**config.mk**
```make
export PLATFORM = sky130hd
export DESIGN_NAME = rcs_ctrl
export DESIGN_NICKNAME = d
export VERILOG_FILES = /design/src/verilog/rcs_pkg.sv /design/src/verilog/rcs_ctrl.sv /design/src/verilog/rcs_presc_stage.sv
export SDC_FILE = /design/constraint.sdc
export NUM_CORES = 1
export LEC_CHECK = 0
export BUFFER_PORTS_ARGS = -buffer_cell sky130_fd_sc_hd__clkbuf_2
export CAP_MARGIN = 20
export CORE_ASPECT_RATIO = 1.75
export CORE_UTILIZATION = 58
export CTS_BUF_LIST = sky130_fd_sc_hd__clkbuf_4 sky130_fd_sc_hd__clkbuf_8
export DETAILED_ROUTE_END_ITERATION = 10
export PLACE_DENSITY = 0.8
export SYNTH_ARGS = -nofsm -noshare
export SYNTH_HDL_FRONTEND = slang
export SYNTH_SLANG_ARGS = --single-unit
```
**constraint.sdc**
```tcl
create_clock -name clk_i -period 8.45 [get_ports clk_i]
set_input_delay 1.69 -clock clk_i [delete_from_list [all_inputs] [get_ports clk_i]]
set_output_delay 1.69 -clock clk_i [all_outputs]
set_load 0.03 [all_outputs]
```
**src/verilog/rcs_pkg.sv**
```systemverilog
package rcs_pkg;
  // Register map: only the first control register lives here
  localparam logic [7:0] CTRL_ONE_ADDR = 8'h00;
  localparam logic [7:0] CTRL_ONE_RESET = 8'h00;
  localparam logic [7:0] SOFT_RESET_CMD = 8'h58;
  // Field positions
  localparam int EXT_CLOCK_TEST_SELECT_BIT = 7;
  localparam int HALT_BIT = 5;
  localparam int SOFT_RESET_BIT = 4;
  localparam int CORR_IRQ_BIT = 2;
  localparam int HOUR_MODE_BIT = 1;
  localparam int LOAD_CAP_BIT = 0;
  // Bits that store a value; unused bits and the reset trigger read zero
  localparam logic [7:0] CTRL_ONE_MASK = 8'h87 | 8'h20;
  // Prescaler: 15 stages from oscillator to 1 Hz, 6 stages in test mode
  localparam int PRESC_STAGES = 15;
  localparam int TEST_STAGES = 6;
  localparam int LOW_STAGES = 2;
  // Oscillator ticks that the upper stages stay cleared after a normal-mode release
  localparam int RESTART_HOLD_TICKS = 260;
  // Tap whose output is 8.192 kHz; lower taps are 8 kHz or faster
  localparam int FAST_TAP_STAGES = 2;
  // Test clock limits, in ns, against the 10 ns system clock
  localparam int CLK_PERIOD_NS = 10;
  localparam int TEST_MIN_PULSE_NS = 300;
  localparam int TEST_MAX_PERIOD_NS = 1000;
  localparam int TEST_MIN_PULSE_CYC = (TEST_MIN_PULSE_NS + CLK_PERIOD_NS - 1) / CLK_PERIOD_NS;
  localparam int TEST_MAX_PERIOD_CYC = TEST_MAX_PERIOD_NS / CLK_PERIOD_NS;
endpackage

```
**src/verilog/rcs_ctrl.sv**
```systemverilog
`timescale 1ns/100ps
module rcs_ctrl #(
  parameter int PRESC_W = rcs_pkg::PRESC_STAGES, // Normal divider length
  parameter int TEST_W = rcs_pkg::TEST_STAGES // Test divider length
) (
  input wire logic clk_i, // System clock, 100 MHz
  input wire logic arst_n_i, // Power-on reset, active low
  input wire logic osc_tick_i, // 32.768 kHz oscillator enable pulse
  input wire logic wr_en_i, // Register write strobe from serial port
  input wire logic [7:0] wr_addr_i, // Register address of the write
  input wire logic [7:0] wr_data_i, // Written byte
  input wire logic rd_en_i, // Register read strobe
  input wire logic [7:0] rd_addr_i, // Register address of the read
  output logic [7:0] rd_data_o, // Read byte, registered
  input wire logic corr_cycle_i, // Frequency correction cycle pulse
  output logic corr_irq_o, // Correction interrupt pulse
  output logic hour_12_o, // 1 selects 12-hour counting
  output logic load_cap_o, // 1 selects 12.5 pF load
  output logic halted_o, // Time counters frozen, writes accepted
  output logic sec_tick_o, // One-second increment pulse
  output logic soft_reset_o, // Reset all registers and address pointer
  input wire logic clock_output_pin_i, // Clock pin level in test mode
  output logic clock_output_pin_o, // Clock pin drive level
  output logic clock_output_pin_oe_o, // Clock pin drive enable
  input wire logic [2:0] clock_output_pin_sel_i, // Clock out tap: 0..5 divided, 6 = 1 Hz, 7 off
  output logic test_clk_err_o // Test clock pulse or period out of range
);
  import rcs_pkg::*;

  logic [7:0] ctrl_q;
  logic [7:0] ctrl_d;
  logic soft_rst_q;
  logic test_clk_q;
  logic [PRESC_W-1:0] stage_q;
  logic [PRESC_W:0] carry;
  logic [PRESC_W-1:0] clear;
  logic ext_clock_test_select;
  logic halt;
  logic ctrl_wr;
  logic soft_cmd;
  logic test_edge;
  logic step;
  logic top_rise;
  logic top_q;
  logic tick_q;
  logic irq_q;
  logic clk_out_q;
  logic [7:0] hi_cnt_q;
  logic [7:0] per_cnt_q;
  logic err_q;
  logic [8:0] hold_cnt_q;
  logic restart_hold;

  // Write decode; any control register write with the reset bit set acts as the reset command
  assign ctrl_wr = wr_en_i && (wr_addr_i == CTRL_ONE_ADDR);
  assign soft_cmd = ctrl_wr && wr_data_i[SOFT_RESET_BIT];
  assign ctrl_d = soft_cmd ? CTRL_ONE_RESET : (wr_data_i & CTRL_ONE_MASK);

  // Control register
  always_ff @(posedge clk_i or negedge arst_n_i) begin
    if (!arst_n_i) begin
      ctrl_q <= CTRL_ONE_RESET;
    end else if (ctrl_wr) begin
      ctrl_q <= ctrl_d;
    end
  end

  // Soft reset pulse, one cycle after the command
  always_ff @(posedge clk_i or negedge arst_n_i) begin
    if (!arst_n_i) begin
      soft_rst_q <= 1'b0;
    end else begin
      soft_rst_q <= soft_cmd;
    end
  end
  assign soft_reset_o = soft_rst_q;

  assign ext_clock_test_select = ctrl_q[EXT_CLOCK_TEST_SELECT_BIT];
  assign halt = ctrl_q[HALT_BIT];
  assign hour_12_o = ctrl_q[HOUR_MODE_BIT];
  assign load_cap_o = ctrl_q[LOAD_CAP_BIT];
  assign halted_o = halt;

  // Restart hold: a plain release would tick after half a second, which is
  // too early; holding the upper stages a little longer lands the first tick in
  // the allowed window, with one 8 kHz cycle of uncertainty from the low stages.
  always_ff @(posedge clk_i or negedge arst_n_i) begin
    if (!arst_n_i) begin
      hold_cnt_q <= 9'h000;
    end else if (halt) begin
      hold_cnt_q <= 9'(RESTART_HOLD_TICKS);
    end else if (osc_tick_i && (hold_cnt_q != 9'h000)) begin
      hold_cnt_q <= hold_cnt_q - 9'h001;
    end
  end
  // Test mode must tick after exactly 32 edges, so the hold never applies there
  assign restart_hold = (hold_cnt_q != 9'h000) & ~ext_clock_test_select;

  // Read path; soft reset bit and unused bits always zero
  always_ff @(posedge clk_i or negedge arst_n_i) begin
    if (!arst_n_i) begin
      rd_data_o <= 8'h00;
    end else if (rd_en_i) begin
      rd_data_o <= (rd_addr_i == CTRL_ONE_ADDR) ? (ctrl_q & CTRL_ONE_MASK) : 8'h00;
    end
  end

  // Test clock pin sample, for edge detection
  always_ff @(posedge clk_i or negedge arst_n_i) begin
    if (!arst_n_i) begin
      test_clk_q <= 1'b0;
    end else begin
      test_clk_q <= clock_output_pin_i;
    end
  end
  assign test_edge = clock_output_pin_i & ~test_clk_q;
  assign step = ext_clock_test_select ? test_edge : osc_tick_i;

  // Test mode feeds stage PRESC_W-TEST_W, so six stages reach 1 Hz.
  // Stages are not cleared on test entry; the halt bit does that.
  assign carry[0] = step & ~ext_clock_test_select;

  genvar g;
  generate
    for (g = 0; g < PRESC_W; g++) begin : g_stage
      logic cin;
      if (g == PRESC_W - TEST_W) begin : g_inj
        assign cin = carry[g] | (step & ext_clock_test_select);
      end else begin : g_pass
        assign cin = carry[g];
      end
      if (g < LOW_STAGES) begin : g_low
        assign clear[g] = 1'b0;
      end else begin : g_high
        assign clear[g] = halt | restart_hold;
      end
      rcs_presc_stage u_stage (
        .clk_i(clk_i),
        .arst_n_i(arst_n_i),
        .clear_i(clear[g]),
        .carry_i(cin),
        .q_o(stage_q[g]),
        .carry_o(carry[g+1])
      );
    end
  endgenerate

  // Seconds tick on the 0 to 1 transition of the top stage
  always_ff @(posedge clk_i or negedge arst_n_i) begin
    if (!arst_n_i) begin
      top_q <= 1'b0;
    end else begin
      top_q <= stage_q[PRESC_W-1];
    end
  end
  assign top_rise = stage_q[PRESC_W-1] & ~top_q;

  // Registered tick; suppressed outright while halted
  always_ff @(posedge clk_i or negedge arst_n_i) begin
    if (!arst_n_i) begin
      tick_q <= 1'b0;
    end else begin
      tick_q <= top_rise & ~halt;
    end
  end
  assign sec_tick_o = tick_q;

  // Correction interrupt pulse
  always_ff @(posedge clk_i or negedge arst_n_i) begin
    if (!arst_n_i) begin
      irq_q <= 1'b0;
    end else begin
      irq_q <= corr_cycle_i & ctrl_q[CORR_IRQ_BIT];
    end
  end
  assign corr_irq_o = irq_q;

  // Clock output tap; taps slower than 8 kHz are cleared by halt and, like
  // the 1 Hz tap, are forced low while halted so no stale level leaks out.
  always_ff @(posedge clk_i or negedge arst_n_i) begin
    if (!arst_n_i) begin
      clk_out_q <= 1'b0;
    end else if (clock_output_pin_sel_i == 3'h7) begin
      clk_out_q <= 1'b0;
    end else if (clock_output_pin_sel_i == 3'h6) begin
      clk_out_q <= stage_q[PRESC_W-1] & ~halt;
    end else if (clock_output_pin_sel_i > 3'(FAST_TAP_STAGES)) begin
      clk_out_q <= stage_q[clock_output_pin_sel_i - 3'h1] & ~halt;
    end else if (clock_output_pin_sel_i == 3'h0) begin
      clk_out_q <= stage_q[0];
    end else begin
      clk_out_q <= stage_q[clock_output_pin_sel_i - 3'h1];
    end
  end
  assign clock_output_pin_oe_o = ~ext_clock_test_select;
  assign clock_output_pin_o = clk_out_q;

  // Test clock monitor: high pulse and low pulse widths, and period
  always_ff @(posedge clk_i or negedge arst_n_i) begin
    if (!arst_n_i) begin
      hi_cnt_q <= 8'h00;
      per_cnt_q <= 8'h00;
      err_q <= 1'b0;
    end else if (!ext_clock_test_select || soft_cmd) begin
      hi_cnt_q <= 8'h00;
      per_cnt_q <= 8'h00;
      err_q <= 1'b0;
    end else begin
      hi_cnt_q <= (clock_output_pin_i != test_clk_q) ? 8'h01 : hi_cnt_q + 8'h01;
      per_cnt_q <= test_edge ? 8'h01 : per_cnt_q + 8'h01;
      if ((clock_output_pin_i != test_clk_q && per_cnt_q != 8'h00 &&
           hi_cnt_q < 8'(TEST_MIN_PULSE_CYC)) ||
          per_cnt_q > 8'(TEST_MAX_PERIOD_CYC)) begin
        err_q <= 1'b1;
      end
    end
  end
  assign test_clk_err_o = err_q;
endmodule // rcs_ctrl

```
**src/verilog/rcs_presc_stage.sv**
```systemverilog
`timescale 1ns/100ps
// One toggle stage of the divider chain; clear forces it to zero
module rcs_presc_stage (
  input wire logic clk_i, // System clock
  input wire logic arst_n_i, // Asynchronous reset
  input wire logic clear_i, // Hold stage at zero
  input wire logic carry_i, // Carry from lower stages
  output logic q_o, // Stage output
  output logic carry_o // Carry to next stage
);
  logic q_q;
  logic q_d;

  // Toggle on carry unless held in clear
  assign q_d = clear_i ? 1'b0 : (q_q ^ carry_i);
  assign q_o = q_q;
  assign carry_o = carry_i & q_q;

  // Stage flip-flop
  always_ff @(posedge clk_i or negedge arst_n_i) begin
    if (!arst_n_i) begin
      q_q <= 1'b0;
    end else begin
      q_q <= q_d;
    end
  end
endmodule // rcs_presc_stage

```
Yosys cells after proc, flatten, opt, wreduce, memory -nomap -nowiden
Cells that the tools add are included.
- memories kept: 0
- memory bits (read-only): 0
- word-level logic and storage cells: 127
- bits of input ports: 34
- RAM bits: 0
- flip-flop bits (word level): 63
- output and inout port bits: 17
- bits in latches: 0
- reduce and logical (&&, ||, !) cells: 15
- div/mod/pow operators: 0
- bitwise logic cells: 44
- multiply operators: 0
- mux-type cells: 30
- shifts and indexed selects: 0
- add/sub/neg operators: 4
- equality and inequality tests: 3
- order comparisons: 4
- operators by type and width (operator ; number):
    $mux 8 ; 6
    $and 1x1->1 ; 23
    $mux 1 ; 21
    $mux 9 ; 2
    $add 8x1->8 const B ; 2
    $logic_not 8->1 ; 2
    $xor 1x1->1 ; 15
    $reduce_bool 9->1 ; 1
    $sub 9x1->9 const B ; 1
    $gt 8x7->1 const B ; 1
    $lt 8x5->1 const B ; 1
    $reduce_bool 8->1 ; 1
    $eq 3x3->1 const B ; 2
    $logic_and 1x1->1 ; 5
    $lt 3x5->1 const B ; 1
    $not 1->1 ; 4
    $reduce_bool 2->1 ; 2
    $bmux 1 s3 ; 1
    $gt 3x2->1 const B ; 1
    $logic_not 3->1 ; 1
    $sub 3x1->3 const B ; 1
    $logic_or 1x1->1 ; 2
    $or 1x1->1 ; 2
    $logic_not 1->1 ; 1
    $ne 1x1->1 ; 1

Depth between registers and ports, before layout
- word-level depth: 21
- mapped depth: 19
- depth with buffers taken out: 19

Cells and area by module
A second synthesis with hierarchy kept.
- cells, all modules: 261
- area total of the unflattened synthesis: 2954.1 sq um
- by module, submodules not included (module ; sequential area each (sq um) ; area each (sq um) ; times used ; cells an instance):
    rcs_ctrl ; 1051.0 ; 2184.6 ; 1 ; 216
    rcs_presc_stage ; 25.0 ; 51.3 ; 15 ; 3

Worst setup path before layout
Ideal clock, no wire load.
- path type: in2reg
- start point: input port osc_tick_i
- end point: register g_stage[14].u_stage.q_q
- path buffers: 0
- setup time: 0.119 ns
- arrival time: 4.607 ns
- slack: 3.724 ns
- data required time: 8.331 ns
- cell stages on the path: 19
- cells stage by stage: inv_1 nor2_1 ha_1 ha_1 ha_1 ha_1 ha_1 ha_1 ha_1 ha_1 ha_1 a21o_1 ha_1 ha_1 ha_1 ha_1 ha_1 xor2_1 and2_1
- longest elaborated chain between the ends: 19
- elaborated cells between the ends (all ways): 20
- those cells by class: mux: 2; bitwise: 18
- ends and longest elaborated chain (item ; RTL line ; RTL):
    from (decl) ; rcs_ctrl.sv:8 ; input wire logic osc_tick_i,
    $mux 1 * ; rcs_ctrl.sv:117 ; assign step = ext_clock_test_select ? test_edge : osc_tick_i;
    $and 1x1->1 ; rcs_ctrl.sv:121 ; assign carry[0] = step & ~ext_clock_test_select;
    $and 1x1->1 (9 in series) ; rcs_presc_stage.sv:17 ; assign carry_o = carry_i & q_q;
    $or 1x1->1 * ; rcs_ctrl.sv:128 ; assign cin = carry[g] | (step & ext_clock_test_select);
    $and 1x1->1 * (5 in series) ; rcs_presc_stage.sv:17 ;
    $xor 1x1->1 * ; rcs_presc_stage.sv:15 ; assign q_d = clear_i ? 1'b0 : (q_q ^ carry_i);
    $mux 1 * ; rcs_presc_stage.sv:15 ;
    named net g_stage[14].u_stage.q_d ; rcs_presc_stage.sv:12 ; logic q_d;
    to (signal assigned) ; rcs_presc_stage.sv:24 ; q_q <= q_d;
    to (decl) ; rcs_presc_stage.sv:11 ; logic q_q;
Mark *: on every way through the listed nets, which the timed path passes. The rest lies on a longest branch.
A chain may end at the register's enable or synchronous reset.

Worst setup path after layout
Ends and elaborated chain as after synthesis.

==> results.tsv <==
stage	metric	value	unit
critical_path	crit_family	adder cells	
clock_tree	htree_levels	3	
timing	drv_slew	0	
synth	synth_flop_cell	dfrtp_1	
finish	syn_to_final_growth	16.1	%
synth	avgSynthCellArea	11.1	µm²
global_routing	grt_max_degree	58	
critical_path	crit_path_frequent_cell	ha_1	
synth	synth_edf_count	0	
detailed_routing	via_per_inst	5.56	
critical_path	worstPathCellList	clkbuf_2 -> inv_1 -> nor2_1 -> ha_1 -> ha_1 -> ha_1 -> ha_1 -> ha_1 -> ha_1 -> ha_1 -> ha_1 -> ha_1 -> a21o_1 -> ha_1 -> ha_1 -> ha_1 -> ha_1 -> ha_1 -> xor2_1 -> and2_1	
timing	fin_crit_sh	55.5	%
critical_path	cp-start-kind	input pin	
timing	setup_ws	3.76	ns
detailed_routing	firstDrtPassIters	4	
finish	stdcell_count	363	
critical_path	endpoint_kind	flip-flop	
status	status	finished, final reports clean	
critical_path	reg2reg_depth	18	
finish	antennaDiodeCount	0	
critical_path	r2r-end	g_stage[14].u_stage.q_o$_DFF_PN0_	
critical_path	reg2reg_from	ctrl_q[7]$_DFFE_PN0P_	
clock_tree	cts.root.buffer_cell	clkbuf_8	
detailed_routing	routed_wirelength	4880	µm
synth	synth_area_leader_cell	dfrtp_1	
timing	slew_headroom	53.2	%
timing	setup_viol	0	
critical_path	path_buf_inv	2	
flow_run	maxCapViolCount	0	
timing	finalSetupTns	0	ns
timing	hold_viol	0	
critical_path	crit_type	input pin to flip-flop	
critical_path	regToRegSetupSlack	4.82	ns
global_routing	antenna_found_initial	0	
finish	drive_gt1_share	23.5	%
detailed_routing	drtIter0Drc	36	
critical_path	critPathMaxFanout	4	
floorplan	ios	51	
floorplan	die_w	54.6	µm
floorplan	die_area	0.00514	mm²
critical_path	cp_slowest_cell	ha_1	
finish	n_fill_cell	357	
synth	synth_area_leaders	dfrtp_1 51%, ha_1 10%, nor2_1 4.1%, xnor2_1 3.7%, and2_1 3.1%	
floorplan	row_count	33	
synth	ys_types	45	
timing	fin_crit	4.69	ns
detailed_routing	wl_per_cell	13.5	µm
critical_path	cp_slowest_stage_delay	0.19	ns
worst_hold_path	hp-class	flip-flop to flip-flop	
floorplan	start_util	60.2	%
clock_tree	cts_buffer_depth	2	
placed_design	pre_cts_ws	3.39	ns
synth	yosysSeqAreaShare	50.8	%
critical_path	crit_arrival	4.90	ns
timing	skew	0.00802	ns
clock_tree	numCtsBuffers	9	
synth	yosysWarnings	0	
clock_tree	postCtsSetupRepairBufs	0	
placed_design	gp_congestion	0.756	
worst_hold_path	hp-start	top_q$_DFF_PN0_	
worst_hold_path	holdPathStages	1	
critical_path	worstPathRequired	8.66	ns
finish	nNetsFinal	363	
finish	utilization	69.9	%
synth	synthCells	253	
global_routing	grt-ovfl-total	0	
clock_tree	clk_pin_slew	0.06	ns
pwr	vdd_drop_max	0.162	mV
detailed_routing	vias	2020	
pwr	power_leakage	1.65	nW
global_routing	grt_pass1_wl	8240	µm
placed_design	port_buffers	45	
clock_tree	ctsResizeCount	0	
synth	yosys.area.top_type_share	50.8	%
timing	grt_setup_unrepaired	no	
global_routing	grtUsageTotal	22.4	%
synth	ys_ff_latch	57	
detailed_routing	remaining_drc_errors	0	
global_routing	grt_pass1_vias	1978	
detailed_routing	detail-route-antenna-nets	0	
critical_path	worst-path-stages	20	
clock_tree	cts_tree	done	
clock_tree	clock_latency	0.33	ns
floorplan	dieHeight	94.1	µm
worst_hold_path	holdPathEnd	sec_tick_o$_DFF_PN0_	
timing	max_freq	0.213	GHz
clock_tree	clock_sinks	57	
timing	worst_pin_slew	0.701	ns
placed_design	dp.cells	347	
synth	async_reset_ff_share	100	%
floorplan	core_area	0.00467	mm²
pwr	power.density	212	mW/mm²
placed_design	dp_hpwl	3510	µm
synth	synth_area	0.00281	mm²
clock_tree	hold_buffers	0	
[worst reg2reg max path, delay by kind of cell, from the launching register on]
| family | cells | cell delay [ns] |
|---|---|---|
| AOI/OAI and AO/OA | 1 | 0.15 |
| xor gates and xnor gates | 1 | 0.14 |
| adders and majority gates | 14 | 2.55 |
| DFF | 1 | 0.47 |
| and+or+nand+nor | 2 | 0.23 |
[per-layer routing]
metal	part of all wire [%]	vias to the layer above	routed length (µm)	GRT usage, %
li1	-	972	-	-
met5	0	-	0	0
met1	41	1010	1990	25.8
met4	1.2	0	61	10.0
met3	3.0	6	147	5.34
met2	55	32	2680	37.4
[layout by cell type, fill, tap and decap left out, drive strengths merged, types with 3 or more instances in the layout]
cell type and count:
inv 16, xnor2 12, clkbuf 58, a21oi 7, nor2 31, clkinv 3, xor2 7, or4 3
a31oi 3, ha 23, nand2b 4, o21ai 6, and2 14, nand2 17, dfrtp 57, a22o 5
nor4 4, nor3 5, conb 3, a211oi 4, nand3 7
[power by group]
part / switching (mW) / total [mW] / leakage, nW / internal (mW)
clock network: 0.102 / 0.229 / 0.100 / 0.127
registers: 0.0407 / 0.342 / 0.771 / 0.301
logic: 0.0637 / 0.120 / 0.776 / 0.0561
total: 0.206 / 0.691 / 1.65 / 0.485
[synth_stat cells, types with 2 or more instances]
master	n
and2_1	14
nand2b_1	4
a22o_1	5
nand2_1	17
a211oi_2	2
dfrtp_1	57
a21oi_1	7
ha_1	23
buf_4	3
nand3_1	7
nor2_1	31
xor2_1	7
or4_1	2
xnor2_1	12
a31oi_1	2
a211oi_1	2
nor4_4	2
nor3_1	4
or4b_1	2
mux4_2	2
clkbuf_1	2
inv_1	16
o21ai_0	6
nor4_1	2
nor2b_1	2
[state kept, by name, summed over array words and instances, names as in the netlist]
register,flops
g_stage.u_stage.q_o,15
hold_cnt_q,9
hi_cnt_q,8
per_cnt_q,8
ctrl_q,5
rd_data_o,5
clock_output_pin_o,1
corr_irq_o,1
sec_tick_o,1
soft_reset_o,1
test_clk_err_o,1
test_clk_q,1
top_q,1
[through the flow]
stage | cell area [µm²] | power (mW) | hold slack, ns
2_1_floorplan | 2820 | 0.429 | 0.378
3_3_place_gp | 3080 | 0.461 | 0.391
3_5_place_dp | 3080 | 0.466 | 0.390
4_1_cts | 3260 | 0.696 | 0.394
5_1_grt | 3260 | 0.731 | 0.417
6_report | 3260 | 0.691 | 0.393
[cells by family (layout without fill, tap and decap cells)]
kind of cell	count (synthesis)	after routing	synth area share [%]
other	1	3	0.134
AOI/OAI and AO/OA	32	32	8.33
and+or+nand+nor	95	95	18.7
DFF	57	57	50.8
muxes	4	4	2.49
buffers and inverters	22	78	3.39
xor gates and xnor gates	19	19	5.92
adders and majority gates	23	23	10.2
[worst max path at each step]
| stage | start | slack, ns | endpoint |
|---|---|---|---|
| floorplan | osc_tick_i | 3.72 | g_stage[14].u_stage.q_o$_DFF_PN0_ |
| global route | osc_tick_i | 3.57 | g_stage[14].u_stage.q_o$_DFF_PN0_ |
| detailed placement | osc_tick_i | 3.39 | g_stage[14].u_stage.q_o$_DFF_PN0_ |
| finish | osc_tick_i | 3.76 | g_stage[14].u_stage.q_o$_DFF_PN0_ |
| CTS | osc_tick_i | 3.74 | g_stage[14].u_stage.q_o$_DFF_PN0_ |
| global placement | osc_tick_i | 3.42 | g_stage[14].u_stage.q_o$_DFF_PN0_ |
[layout make-up]
| cell class | instances | area [µm²] | area share (%) |
|---|---|---|---|
| inverters | 16 | 60.1 | 1.84 |
| flip-flops and latches | 57 | 1430 | 43.7 |
| clock inverters | 3 | 15.0 | 0.460 |
| clock buffers | 13 | 166 | 5.10 |
| well taps | 52 | 65.1 | 2.00 |
| multi-input cells | 176 | 1290 | 39.7 |
| repair buffers | 46 | 233 | 7.14 |
(Power assumes the default switching activity.)
